--- src/hpc_pkg.sv ---
// package of offsets, field positions, reset values and timing for the host port config block
// Notes on behaviour
// - upper nibble of the two-wire address is base field bits 7:4, lower nibble zero
// - address byte base/base+1 pages 0/1, base+2/+3 pages 2/3, base+5 reads 4/5
// - base field all zeros selects the hardware default interface address
// - bit 3 sets which read/write bit value means a read on four-wire
// - bit 2 selects the four-wire clock phase used for sampling and shifting
// - bit 1 sets the idle level of the four-wire serial clock
// - bit 0 sets chip-select polarity: 0 active low, 1 active high
// - bit 7 picks port type; four-wire forces two general pins into port use
// - bit 6 keeps the two-wire port in high-speed mode without master code
// - bit 5 selects fast-mode-plus timing on the two-wire port
// - with bit 4 set, clock low beyond 35 ms resets the two-wire port
// - interrupt output polarity follows bit 0: 0 active low, 1 active high
// - rail power-good hold bits keep the previous status during voltage changes
// - over-current code 00 active; others masked during change plus 2, 10, 50 us
// - rail B over-current code in bits 4:3, rail A in bits 2:1
// - bit 0 plus general input zero as input lets that pin trigger reload
// - bit 7 disables the I/O-rail undervoltage lockout and its comparator
// - with page auto return set, page select returns to 000 after an access, unless page control is written in the completing cycle
package hpc_pkg;
  localparam logic [8:0] OFS_PAGE_CTRL  = 9'h100;
  localparam logic [8:0] OFS_HOST_ADDR  = 9'h105;
  localparam logic [8:0] OFS_HOST_PORT  = 9'h106;
  localparam logic [8:0] OFS_IRQ_TO     = 9'h143;
  localparam logic [8:0] OFS_PROT_MASK  = 9'h144;

  localparam int BIT_RD_POL     = 3;
  localparam int BIT_CPHA       = 2;
  localparam int BIT_CPOL       = 1;
  localparam int BIT_SEL_POL    = 0;
  localparam int BIT_PORT_TYPE  = 7;
  localparam int BIT_HSM        = 6;
  localparam int BIT_FMP        = 5;
  localparam int BIT_TO_EN      = 4;
  localparam int BIT_IRQ_LEVEL  = 0;
  localparam int BIT_LOCKOUT_DIS = 7;
  localparam int BIT_PG_B_HOLD  = 6;
  localparam int BIT_PG_A_HOLD  = 5;
  localparam int BIT_OC_B_LO    = 3;
  localparam int BIT_OC_A_LO    = 1;
  localparam int BIT_RELOAD_EN  = 0;
  localparam int BIT_PAGE_RET   = 7;
  localparam logic [7:0] PAGE_CTRL_MASK = 8'hC7;
  localparam logic [7:0] HOST_PORT_MASK = 8'hF0;

  localparam logic [7:0] RST_HOST_ADDR = 8'h00;
  localparam logic [7:0] RST_HOST_PORT = 8'h80;
  localparam logic [7:0] RST_IRQ_TO    = 8'h00;
  localparam logic [7:0] RST_PROT_MASK = 8'h00;
  localparam logic [7:0] RST_PAGE_CTRL = 8'h00;
  localparam logic [2:0] PAGE_HOME     = 3'h0;

  localparam int CLK_PERIOD_NS  = 40;
  localparam int STUCK_CLK_MS   = 35;
  localparam int STUCK_CLK_CYC  = (STUCK_CLK_MS * 1000000) / CLK_PERIOD_NS;
  localparam int OC_EXTRA1_US   = 2;
  localparam int OC_EXTRA2_US   = 10;
  localparam int OC_EXTRA3_US   = 50;
  localparam int OC_CNT_W       = 11;
  localparam logic [OC_CNT_W-1:0] OC_EXTRA1_CYC = OC_CNT_W'((OC_EXTRA1_US * 1000 + CLK_PERIOD_NS - 1) / CLK_PERIOD_NS);
  localparam logic [OC_CNT_W-1:0] OC_EXTRA2_CYC = OC_CNT_W'((OC_EXTRA2_US * 1000 + CLK_PERIOD_NS - 1) / CLK_PERIOD_NS);
  localparam logic [OC_CNT_W-1:0] OC_EXTRA3_CYC = OC_CNT_W'((OC_EXTRA3_US * 1000 + CLK_PERIOD_NS - 1) / CLK_PERIOD_NS);

  typedef enum logic [1:0] {
    HPC_GRP_P01 = 2'b00,
    HPC_GRP_P23 = 2'b01,
    HPC_GRP_P45 = 2'b10,
    HPC_GRP_NONE = 2'b11
  } hpc_grp_e;

  function automatic logic [OC_CNT_W-1:0] hpc_oc_extra(input logic [1:0] code);
    case (code)
      2'b01:   hpc_oc_extra = OC_EXTRA1_CYC;
      2'b10:   hpc_oc_extra = OC_EXTRA2_CYC;
      2'b11:   hpc_oc_extra = OC_EXTRA3_CYC;
      default: hpc_oc_extra = '0;
    endcase
  endfunction
endpackage

--- src/hpc_oc_holdoff.sv ---
// over-current event hold-off for one buck rail around voltage changes
`timescale 1ns/1ps
module hpc_oc_holdoff
  import hpc_pkg::*;
(
  input  wire logic       clk,
  input  wire logic       rst_n,
  input  wire logic [1:0] holdoff_code,
  input  wire logic       dynamic_voltage_change,
  input  wire logic       oc_hit,
  output logic            oc_event
);
  logic [OC_CNT_W-1:0] tail_cnt;
  logic                suppress;

  assign suppress = (holdoff_code != 2'b00) && (dynamic_voltage_change || tail_cnt != '0);

  // the tail restarts on every cycle of the change so it always counts from its end
  always_ff @(posedge clk or negedge rst_n) begin
    if (!rst_n) begin
      tail_cnt <= '0;
    end else if (dynamic_voltage_change) begin
      tail_cnt <= hpc_oc_extra(holdoff_code);
    end else if (tail_cnt != '0) begin
      tail_cnt <= tail_cnt - OC_CNT_W'(1);
    end
  end

  always_ff @(posedge clk or negedge rst_n) begin
    if (!rst_n) begin
      oc_event <= 1'b0;
    end else begin
      oc_event <= oc_hit && !suppress;
    end
  end

  property p_oc_masked_in_change;
    @(posedge clk) disable iff (!rst_n)
      (dynamic_voltage_change && holdoff_code != 2'b00) |=> !oc_event;
  endproperty
  a_oc_masked_in_change: assert property (p_oc_masked_in_change) else $error("over-current passed during change");

  property p_oc_code0_passes;
    @(posedge clk) disable iff (!rst_n)
      (holdoff_code == 2'b00 && oc_hit) |=> oc_event;
  endproperty
  a_oc_code0_passes: assert property (p_oc_code0_passes) else $error("over-current lost with code 00");
endmodule

--- src/hpc_regs.sv ---
// host port and application configuration register bank
`timescale 1ns/1ps
module hpc_regs
  import hpc_pkg::*;
#(
  parameter int         STUCK_CYC    = STUCK_CLK_CYC,
  parameter logic [7:0] DEFAULT_ADDR = 8'hD0
)
(
  input  wire logic       clk,
  input  wire logic       rst_n,
  input  wire logic       reg_wr_en,
  input  wire logic       reg_rd_en,
  input  wire logic [8:0] reg_addr,
  input  wire logic [7:0] reg_wdata,
  output logic [7:0]      reg_rdata,
  output logic            reg_rd_valid,
  input  wire logic       bus_busy,
  input  wire logic       access_done,
  input  wire logic       addr_byte_valid,
  input  wire logic [7:0] addr_byte,
  output logic            addr_hit,
  output logic            addr_is_read,
  output logic [1:0]      addr_page_group,
  output logic [7:0]      two_wire_base,
  input  wire logic       rw_bit,
  output logic            four_wire_is_read,
  input  wire logic       chip_select_n,
  output logic            four_wire_selected,
  output logic            clock_phase,
  output logic            clock_idle_high,
  output logic            four_wire_mode,
  output logic            general_pin_override,
  output logic            continuous_high_speed_en,
  output logic            fast_plus_timing_en,
  input  wire logic       serial_clock_pin,
  output logic            two_wire_port_reset,
  input  wire logic       irq_pending,
  output logic            interrupt_request_out,
  input  wire logic       dvc_a,
  input  wire logic       dvc_b,
  input  wire logic       pg_raw_a,
  input  wire logic       pg_raw_b,
  output logic            pg_a,
  output logic            pg_b,
  input  wire logic       oc_hit_a,
  input  wire logic       oc_hit_b,
  output logic            oc_event_a,
  output logic            oc_event_b,
  input  wire logic       general_input_zero,
  input  wire logic       general_input_zero_is_input,
  output logic            config_reload,
  input  wire logic       lockout_comp_raw,
  output logic            lockout_comp_en,
  output logic            undervoltage_lockout
);
  localparam int TO_W = $clog2(STUCK_CYC + 1);

  logic [7:0]      host_address_and_serial_format;
  logic [7:0]      host_port_selection;
  logic [7:0]      irq_and_timeout_config;
  logic [7:0]      protection_masking_config;
  logic [7:0]      page_ctrl;
  logic [TO_W-1:0] stuck_cnt;
  logic            general_input_zero_prev;
  logic [7:0]      next_base;
  logic [7:0]      next_rdata;

  // address byte decode against the live base
  function automatic logic [2:0] addr_decode(input logic [7:0] abyte, input logic [7:0] base);
    logic [2:0] res;
    res = {1'b0, HPC_GRP_NONE};
    if (abyte[7:4] == base[7:4]) begin
      if (abyte[3:0] == 4'h0 || abyte[3:0] == 4'h1) begin
        res = {1'b1, HPC_GRP_P01};
      end else if (abyte[3:0] == 4'h2 || abyte[3:0] == 4'h3) begin
        res = {1'b1, HPC_GRP_P23};
      end else if (abyte[3:0] == 4'h5) begin
        res = {1'b1, HPC_GRP_P45};
      end
    end
    addr_decode = res;
  endfunction

  // register writes; page auto return shares the page control register
  always_ff @(posedge clk or negedge rst_n) begin
    if (!rst_n) begin
      host_address_and_serial_format <= RST_HOST_ADDR;
      host_port_selection            <= RST_HOST_PORT;
      irq_and_timeout_config         <= RST_IRQ_TO;
      protection_masking_config      <= RST_PROT_MASK;
    end else if (reg_wr_en) begin
      if (reg_addr == OFS_HOST_ADDR) begin
        host_address_and_serial_format <= reg_wdata;
      end else if (reg_addr == OFS_HOST_PORT) begin
        host_port_selection <= reg_wdata & HOST_PORT_MASK;
      end else if (reg_addr == OFS_IRQ_TO) begin
        irq_and_timeout_config <= reg_wdata;
      end else if (reg_addr == OFS_PROT_MASK) begin
        protection_masking_config <= reg_wdata;
      end
    end
  end

  // a write in the completing cycle wins so the new page is not lost
  always_ff @(posedge clk or negedge rst_n) begin
    if (!rst_n) begin
      page_ctrl <= RST_PAGE_CTRL;
    end else if (reg_wr_en && reg_addr == OFS_PAGE_CTRL) begin
      page_ctrl <= reg_wdata & PAGE_CTRL_MASK;
    end else if (access_done && page_ctrl[BIT_PAGE_RET]) begin
      page_ctrl[2:0] <= PAGE_HOME;
    end
  end

  always_comb begin
    next_rdata = 8'h00;
    if (reg_addr == OFS_PAGE_CTRL) begin
      next_rdata = page_ctrl;
    end else if (reg_addr == OFS_HOST_ADDR) begin
      next_rdata = host_address_and_serial_format;
    end else if (reg_addr == OFS_HOST_PORT) begin
      next_rdata = host_port_selection;
    end else if (reg_addr == OFS_IRQ_TO) begin
      next_rdata = irq_and_timeout_config;
    end else if (reg_addr == OFS_PROT_MASK) begin
      next_rdata = protection_masking_config;
    end
  end

  always_ff @(posedge clk or negedge rst_n) begin
    if (!rst_n) begin
      reg_rdata    <= 8'h00;
      reg_rd_valid <= 1'b0;
    end else begin
      reg_rd_valid <= reg_rd_en;
      if (reg_rd_en) begin
        reg_rdata <= next_rdata;
      end
    end
  end

  always_comb begin
    if (host_address_and_serial_format[7:4] == 4'h0) begin
      next_base = DEFAULT_ADDR;
    end else begin
      next_base = {host_address_and_serial_format[7:4], 4'h0};
    end
  end

  always_ff @(posedge clk or negedge rst_n) begin
    if (!rst_n) begin
      two_wire_base   <= DEFAULT_ADDR;
      addr_hit        <= 1'b0;
      addr_is_read    <= 1'b0;
      addr_page_group <= HPC_GRP_NONE;
    end else begin
      two_wire_base <= next_base;
      if (addr_byte_valid) begin
        {addr_hit, addr_page_group} <= addr_decode(addr_byte, next_base);
        addr_is_read                <= addr_byte[0];
      end else begin
        addr_hit <= 1'b0;
      end
    end
  end

  // format settings move only while the bus is idle; a mid-frame flip would garble the transfer
  always_ff @(posedge clk or negedge rst_n) begin
    if (!rst_n) begin
      clock_phase          <= RST_HOST_ADDR[BIT_CPHA];
      clock_idle_high      <= RST_HOST_ADDR[BIT_CPOL];
      four_wire_mode       <= !RST_HOST_PORT[BIT_PORT_TYPE];
      general_pin_override <= !RST_HOST_PORT[BIT_PORT_TYPE];
    end else if (!bus_busy) begin
      clock_phase          <= host_address_and_serial_format[BIT_CPHA];
      clock_idle_high      <= host_address_and_serial_format[BIT_CPOL];
      four_wire_mode       <= !host_port_selection[BIT_PORT_TYPE];
      general_pin_override <= !host_port_selection[BIT_PORT_TYPE];
    end
  end

  // pin polarity is applied through a registered compare against the latched field, held during frames
  logic rd_pol_eff;
  logic sel_pol_eff;
  always_ff @(posedge clk or negedge rst_n) begin
    if (!rst_n) begin
      rd_pol_eff  <= RST_HOST_ADDR[BIT_RD_POL];
      sel_pol_eff <= RST_HOST_ADDR[BIT_SEL_POL];
    end else if (!bus_busy) begin
      rd_pol_eff  <= host_address_and_serial_format[BIT_RD_POL];
      sel_pol_eff <= host_address_and_serial_format[BIT_SEL_POL];
    end
  end

  always_ff @(posedge clk or negedge rst_n) begin
    if (!rst_n) begin
      four_wire_is_read  <= 1'b0;
      four_wire_selected <= 1'b0;
    end else begin
      four_wire_is_read  <= (rw_bit == rd_pol_eff);
      four_wire_selected <= four_wire_mode && (chip_select_n == sel_pol_eff);
    end
  end

  always_ff @(posedge clk or negedge rst_n) begin
    if (!rst_n) begin
      continuous_high_speed_en <= 1'b0;
      fast_plus_timing_en      <= 1'b0;
    end else begin
      continuous_high_speed_en <= host_port_selection[BIT_HSM];
      fast_plus_timing_en      <= host_port_selection[BIT_FMP];
    end
  end

  // counter saturates so one stuck period gives a single reset pulse
  always_ff @(posedge clk or negedge rst_n) begin
    if (!rst_n) begin
      stuck_cnt           <= '0;
      two_wire_port_reset <= 1'b0;
    end else begin
      two_wire_port_reset <= 1'b0;
      if (!irq_and_timeout_config[BIT_TO_EN] || serial_clock_pin || four_wire_mode) begin
        stuck_cnt <= '0;
      end else if (stuck_cnt != TO_W'(STUCK_CYC)) begin
        stuck_cnt <= stuck_cnt + TO_W'(1);
        if (stuck_cnt == TO_W'(STUCK_CYC - 1)) begin
          two_wire_port_reset <= 1'b1;
        end
      end
    end
  end

  always_ff @(posedge clk or negedge rst_n) begin
    if (!rst_n) begin
      interrupt_request_out <= 1'b1;
    end else begin
      interrupt_request_out <= irq_pending ^ !irq_and_timeout_config[BIT_IRQ_LEVEL];
    end
  end

  // with its hold bit set, power-good freezes at its last value for the whole change
  always_ff @(posedge clk or negedge rst_n) begin
    if (!rst_n) begin
      pg_a <= 1'b0;
      pg_b <= 1'b0;
    end else begin
      if (!(dvc_a && protection_masking_config[BIT_PG_A_HOLD])) begin
        pg_a <= pg_raw_a;
      end
      if (!(dvc_b && protection_masking_config[BIT_PG_B_HOLD])) begin
        pg_b <= pg_raw_b;
      end
    end
  end

  hpc_oc_holdoff u_oc_a (
    .clk                    (clk),
    .rst_n                  (rst_n),
    .holdoff_code           (protection_masking_config[BIT_OC_A_LO +: 2]),
    .dynamic_voltage_change (dvc_a),
    .oc_hit                 (oc_hit_a),
    .oc_event               (oc_event_a)
  );

  hpc_oc_holdoff u_oc_b (
    .clk                    (clk),
    .rst_n                  (rst_n),
    .holdoff_code           (protection_masking_config[BIT_OC_B_LO +: 2]),
    .dynamic_voltage_change (dvc_b),
    .oc_hit                 (oc_hit_b),
    .oc_event               (oc_event_b)
  );

  // reload fires on the rising edge of the pin, once per edge
  always_ff @(posedge clk or negedge rst_n) begin
    if (!rst_n) begin
      general_input_zero_prev     <= 1'b0;
      config_reload <= 1'b0;
    end else begin
      general_input_zero_prev     <= general_input_zero;
      config_reload <= protection_masking_config[BIT_RELOAD_EN] && general_input_zero_is_input
                       && general_input_zero && !general_input_zero_prev;
    end
  end

  always_ff @(posedge clk or negedge rst_n) begin
    if (!rst_n) begin
      lockout_comp_en      <= 1'b1;
      undervoltage_lockout <= 1'b0;
    end else begin
      lockout_comp_en      <= !protection_masking_config[BIT_LOCKOUT_DIS];
      undervoltage_lockout <= lockout_comp_raw && !protection_masking_config[BIT_LOCKOUT_DIS];
    end
  end

  property p_base_addr;
    @(posedge clk) disable iff (!rst_n)
      (host_address_and_serial_format[7:4] != 4'h0) |=> two_wire_base == {$past(host_address_and_serial_format[7:4]), 4'h0};
  endproperty
  a_base_addr: assert property (p_base_addr) else $error("base address not taken from field");

  property p_default_addr;
    @(posedge clk) disable iff (!rst_n)
      (host_address_and_serial_format[7:4] == 4'h0) |=> two_wire_base == DEFAULT_ADDR;
  endproperty
  a_default_addr: assert property (p_default_addr) else $error("default address not used");

  property p_addr_group;
    @(posedge clk) disable iff (!rst_n)
      (addr_byte_valid && addr_byte == (next_base | 8'h05)) |=> addr_hit && addr_page_group == HPC_GRP_P45;
  endproperty
  a_addr_group: assert property (p_addr_group) else $error("base+5 not decoded as pages 4/5");

  property p_fmt_frozen;
    @(posedge clk) disable iff (!rst_n)
      bus_busy |=> $stable(clock_phase) && $stable(clock_idle_high) && $stable(four_wire_mode);
  endproperty
  a_fmt_frozen: assert property (p_fmt_frozen) else $error("format changed during transaction");

  property p_stuck_reset;
    @(posedge clk) disable iff (!rst_n)
      two_wire_port_reset |-> $past(stuck_cnt) == TO_W'(STUCK_CYC - 1) && !$past(serial_clock_pin);
  endproperty
  a_stuck_reset: assert property (p_stuck_reset) else $error("port reset without full stuck period");

  property p_irq_level;
    @(posedge clk) disable iff (!rst_n)
      (irq_pending && irq_and_timeout_config[BIT_IRQ_LEVEL]) ##1 irq_and_timeout_config[BIT_IRQ_LEVEL] |-> interrupt_request_out;
  endproperty
  a_irq_level: assert property (p_irq_level) else $error("active-high interrupt not driven high");

  property p_pg_hold;
    @(posedge clk) disable iff (!rst_n)
      (dvc_a && protection_masking_config[BIT_PG_A_HOLD]) |=> $stable(pg_a);
  endproperty
  a_pg_hold: assert property (p_pg_hold) else $error("power-good moved during masked change");

  property p_page_return;
    @(posedge clk) disable iff (!rst_n)
      (access_done && page_ctrl[BIT_PAGE_RET] && !(reg_wr_en && reg_addr == OFS_PAGE_CTRL)) |=> page_ctrl[2:0] == PAGE_HOME;
  endproperty
  a_page_return: assert property (p_page_return) else $error("page not returned after access");

  property p_lockout_off;
    @(posedge clk) disable iff (!rst_n)
      protection_masking_config[BIT_LOCKOUT_DIS] ##1 protection_masking_config[BIT_LOCKOUT_DIS] |-> !undervoltage_lockout && !lockout_comp_en;
  endproperty
  a_lockout_off: assert property (p_lockout_off) else $error("lockout raised while disabled");
endmodule

--- config.mk ---
export PLATFORM = sky130hd
export DESIGN_NAME = hpc_regs
export DESIGN_NICKNAME = d
export VERILOG_FILES = /design/src/hpc_pkg.sv /design/src/hpc_oc_holdoff.sv /design/src/hpc_regs.sv
export SDC_FILE = /design/constraint.sdc
export NUM_CORES = 1
export LEC_CHECK = 0
export BUFFER_PORTS_ARGS = -buffer_cell sky130_fd_sc_hd__buf_4
export CAP_MARGIN = 20
export CORE_MARGIN = 1.5
export CORE_UTILIZATION = 40
export CTS_CLUSTER_DIAMETER = 50
export CTS_CLUSTER_SIZE = 20
export DETAILED_ROUTE_END_ITERATION = 10
export GPL_TIMING_DRIVEN = 0
export HOLD_SLACK_MARGIN = 0.05
export PLACE_DENSITY = 0.71
export SLEW_MARGIN = 40
export SYNTH_ARGS = -nofsm -noshare
export SYNTH_HDL_FRONTEND = slang
export SYNTH_SLANG_ARGS = --single-unit
--- constraint.sdc ---
create_clock -name clk -period 1.6 [get_ports clk]
set_input_delay 0.16 -clock clk [delete_from_list [all_inputs] [get_ports clk]]
set_output_delay 0.16 -clock clk [all_outputs]
set_load 0.01 [all_outputs]
==> flow_metrics.tcl <==
set metrics [dict create \
    timing.max_slew.rel_slack 0.606 \
    dp.cells 754 \
    ys.warnings.count 0 \
    period_share 1.09 \
    synth-async-reset-ratio 1.00 \
    yosys_register_bits 111 \
    timing.clock.skew_ps 11.4 \
    cts_tree "done" \
    cts-buffers-inserted 9 \
    dp.final_hpwl_mm 8.75 \
    detailedRoute.firstIterationViolations 227 \
    netlist_top_cells_area "sky130_fd_sc_hd__dfrtp_1, sky130_fd_sc_hd__mux2_2, sky130_fd_sc_hd__dfstp_2, sky130_fd_sc_hd__nor2_1, sky130_fd_sc_hd__mux2_4" \
    post_synth_instance_area_sq_um 5410 \
    final_core_utilization 0.543 \
    worst_ir_drop_vdd_mv 0.771 \
    grt_util_all_layers 0.187 \
    syn_to_final_growth_pct 32.9 \
    synth.most_common_cell "sky130_fd_sc_hd__dfrtp_1" \
    synth_edf_count 0 \
    cts.clk_slew.worst_paths_ps 80 \
    final_gp_congestion 0.926 \
    sequential_element_share_of_the_synthesized_area 0.515 \
    die_height_um 119 \
    io_buffer_count 75 \
    final_cell_area_sq_um 7190 \
    detail-route-antenna-nets 0 \
    endpoint_type_of_the_worst_setup_path "flip-flop" \
    whs_ps 63.8 \
    rsz_0062_raised_after_global_routing "true" \
    fp.coreArea_sq_um 13200 \
    synth_commonest_cells "sky130_fd_sc_hd__dfrtp_1, sky130_fd_sc_hd__nor2_1, sky130_fd_sc_hd__nand2_1, sky130_fd_sc_hd__o21ai_0, sky130_fd_sc_hd__inv_1" \
    avgRoutedWirePerCell_um 16.2 \
    first_global_vias 4237 \
    worst_pin_slew_ps 589 \
    cts.htree.levels 3 \
    overflow_after_grt 0 \
    status "complete, but fails checks" \
    clkSinkCount 111 \
    grt_antenna_before_repair 0 \
    num_rows 42 \
    worstHoldPathType "in2reg" \
    worstSetupStartpointType "flip-flop" \
    cts.path.max_buffers 2 \
    placed_cell_area_sq_um 6240 \
    arrival_ps 1970 \
    layout_min_cycle_time_ps 1740 \
    post-synth-top-area-cell "sky130_fd_sc_hd__dfrtp_1" \
    worstPathMaxFanout 5 \
    finalHoldViolCount 0 \
    power_report.internal_total_mw 5.82 \
    n_antenna_cell 0 \
    drc_viols 0 \
    total_setup_violations_reported_at_the_end_of_the_flow 8 \
    fin_tns_setup_ps -596 \
    post_layout_nonfiller_instances 812 \
    maxCapViolations 0 \
    ys_dominant_reg_cell "sky130_fd_sc_hd__dfrtp_1" \
    p_comb_frac 0.324 \
    clock_power_share 0.267 \
    switching_share 0.314 \
    start_util 0.409 \
    postSynthCellCount 500 \
    layout.nets 688 \
    p_switching_mw 2.67 \
    fillers 1155 \
    static_power_due_to_leakage_nw 3.19 \
    grt_first_pass_wirelength_mm 20.9 \
    max_freq_mhz 573 \
    critPathKind "reg2reg" \
    routed_via_density 5.30 \
    length_of_the_first_detailed_routing_pass_in_iterations 5 \
    finalWorstSetupSlack_ps -144 \
    synth_cell_type_count 59 \
    synth_largest_type_area_fraction 0.476 \
    power_density_nw_per_um2 1180 \
    pin_count 83 \
    insertion_delay_ps 360 \
    die_area_sq_um 14200 \
    routed_wirelength_mm 13.1 \
    synthesis.area_per_instance_sq_um 10.8 \
    final_layout_size_suffix_gt1_frac 0.363 \
    critical_path_required_ps 1830 \
    pins_over_their_slew_limit 0 \
    pin_count_of_the_biggest_net_entering_global_routing 112 \
    violations "setup timing" \
    via_count 4305 \
    floorplan.die.width_um 119 \
    total_power_mw 8.49 \
    power.sequential.fraction 0.409 \
    clockRootBuffer "sky130_fd_sc_hd__clkbuf_16" \
    dp_slack_ps -417 \
]
[power by group through the flow]
stage	combinational (mW)	sequential, mW	clock, mW
3_3_place_gp	1.68	3.40	0
6_report	2.75	3.47	2.27
5_1_grt	2.98	3.50	2.40
4_1_cts	2.16	3.43	2.31
3_5_place_dp	1.75	3.42	0
2_1_floorplan	1.27	3.38	0
[cells by family after synthesis]
logic type,share of synthesized area
AND/OR/NAND/NOR,0.179
XOR/XNOR,0.0615
adder cells (fa/ha/maj),0.0277
AO/OA/AOI/OAI,0.0957
buffers and inverters,0.0377
flip-flops,0.515
other,0.000693
multiplexers,0.0823
[layout by cell type (no fill, tap or decap), types with 4 or more instances in the layout]
master / count
sky130_fd_sc_hd__a21oi_1: 17
sky130_fd_sc_hd__a22o_1: 5
sky130_fd_sc_hd__a22oi_1: 5
sky130_fd_sc_hd__and2_1: 4
sky130_fd_sc_hd__buf_4: 104
sky130_fd_sc_hd__buf_6: 5
sky130_fd_sc_hd__clkbuf_1: 15
sky130_fd_sc_hd__clkbuf_16: 9
sky130_fd_sc_hd__conb_1: 4
sky130_fd_sc_hd__dfrtp_1: 88
sky130_fd_sc_hd__dfrtp_2: 15
sky130_fd_sc_hd__dfstp_2: 8
sky130_fd_sc_hd__dlygate4sd3_1: 16
sky130_fd_sc_hd__ha_1: 10
sky130_fd_sc_hd__inv_1: 22
sky130_fd_sc_hd__mux2_2: 20
sky130_fd_sc_hd__mux2_4: 12
sky130_fd_sc_hd__mux2i_1: 4
sky130_fd_sc_hd__nand2_1: 33
sky130_fd_sc_hd__nand3_1: 15
sky130_fd_sc_hd__nand4_1: 8
sky130_fd_sc_hd__nor2_1: 47
sky130_fd_sc_hd__nor2b_1: 4
sky130_fd_sc_hd__nor3_1: 5
sky130_fd_sc_hd__nor3_2: 4
sky130_fd_sc_hd__nor3_4: 4
sky130_fd_sc_hd__nor4_4: 6
sky130_fd_sc_hd__o21ai_0: 24
sky130_fd_sc_hd__o31ai_1: 5
sky130_fd_sc_hd__xnor2_1: 19
sky130_fd_sc_hd__xor2_1: 17
[critical path: stages, from the launching register on]
cell	delay, ps
sky130_fd_sc_hd__dfrtp_2	430
sky130_fd_sc_hd__nor4_4	320
sky130_fd_sc_hd__buf_4	190
sky130_fd_sc_hd__nand2_2	90
sky130_fd_sc_hd__nor4_4	280
sky130_fd_sc_hd__mux2i_1	250
sky130_fd_sc_hd__nor2_1	60
[registers in the layout (all words and copies together) (netlist names), 2 cells and up]
| register | count |
|---|---|
| addr_page_group | 2 |
| host_address_and_serial_format | 8 |
| host_port_selection | 4 |
| irq_and_timeout_config | 8 |
| page_ctrl | 5 |
| protection_masking_config | 8 |
| reg_rdata | 8 |
| stuck_cnt | 20 |
| two_wire_base | 4 |
| u_oc_a.tail_cnt | 11 |
| u_oc_b.tail_cnt | 11 |
[final timing paths]
path	from	slack, ps	to	depth (start not counted)
max	u_oc_b.tail_cnt[4]	-140	u_oc_b.tail_cnt[9]	6
min	reg_wdata[3]	60	protection_masking_config[3]	2
max reg2reg	u_oc_b.tail_cnt[4]	-140	u_oc_b.tail_cnt[9]	6
min reg2reg	host_port_selection[5]	430	fast_plus_timing_en	0
max in group asynchronous	rst_n	620	lockout_comp_en	3
min in group asynchronous	rst_n	300	u_oc_b.tail_cnt[1]	2
[final cells by class]
cell class / count / area [sq um] / share of cell area
clock inverter: 3 / 42.5 / 0.00592
sequential: 111 / 2810 / 0.390
multi-input combinational: 347 / 2690 / 0.374
timing repair buffer: 120 / 980 / 0.136
clock buffer: 13 / 250 / 0.0348
tap: 176 / 220 / 0.0306
inverter: 22 / 82.6 / 0.0115
buffer: 20 / 120 / 0.0167
[layer usage]
layer,global-route usage,part of all wire,vias up
li1,-,-,2015
met1,0.245,0.44,2151
met2,0.303,0.50,111
met3,0.0421,0.037,28
met4,0.0722,0.026,0
met5,0,0,-
[what timing repair did]
item                                   CTS  global route
gates cloned                             0             0
endpoints found under the hold margin  118             0
pin swaps                               12            20
hold buffers                            16             0
setup endpoints to repair               40            34
buffers inserted                        11            17
gates resized for setup                 32            36
Power figures use the tool's default switching activity.
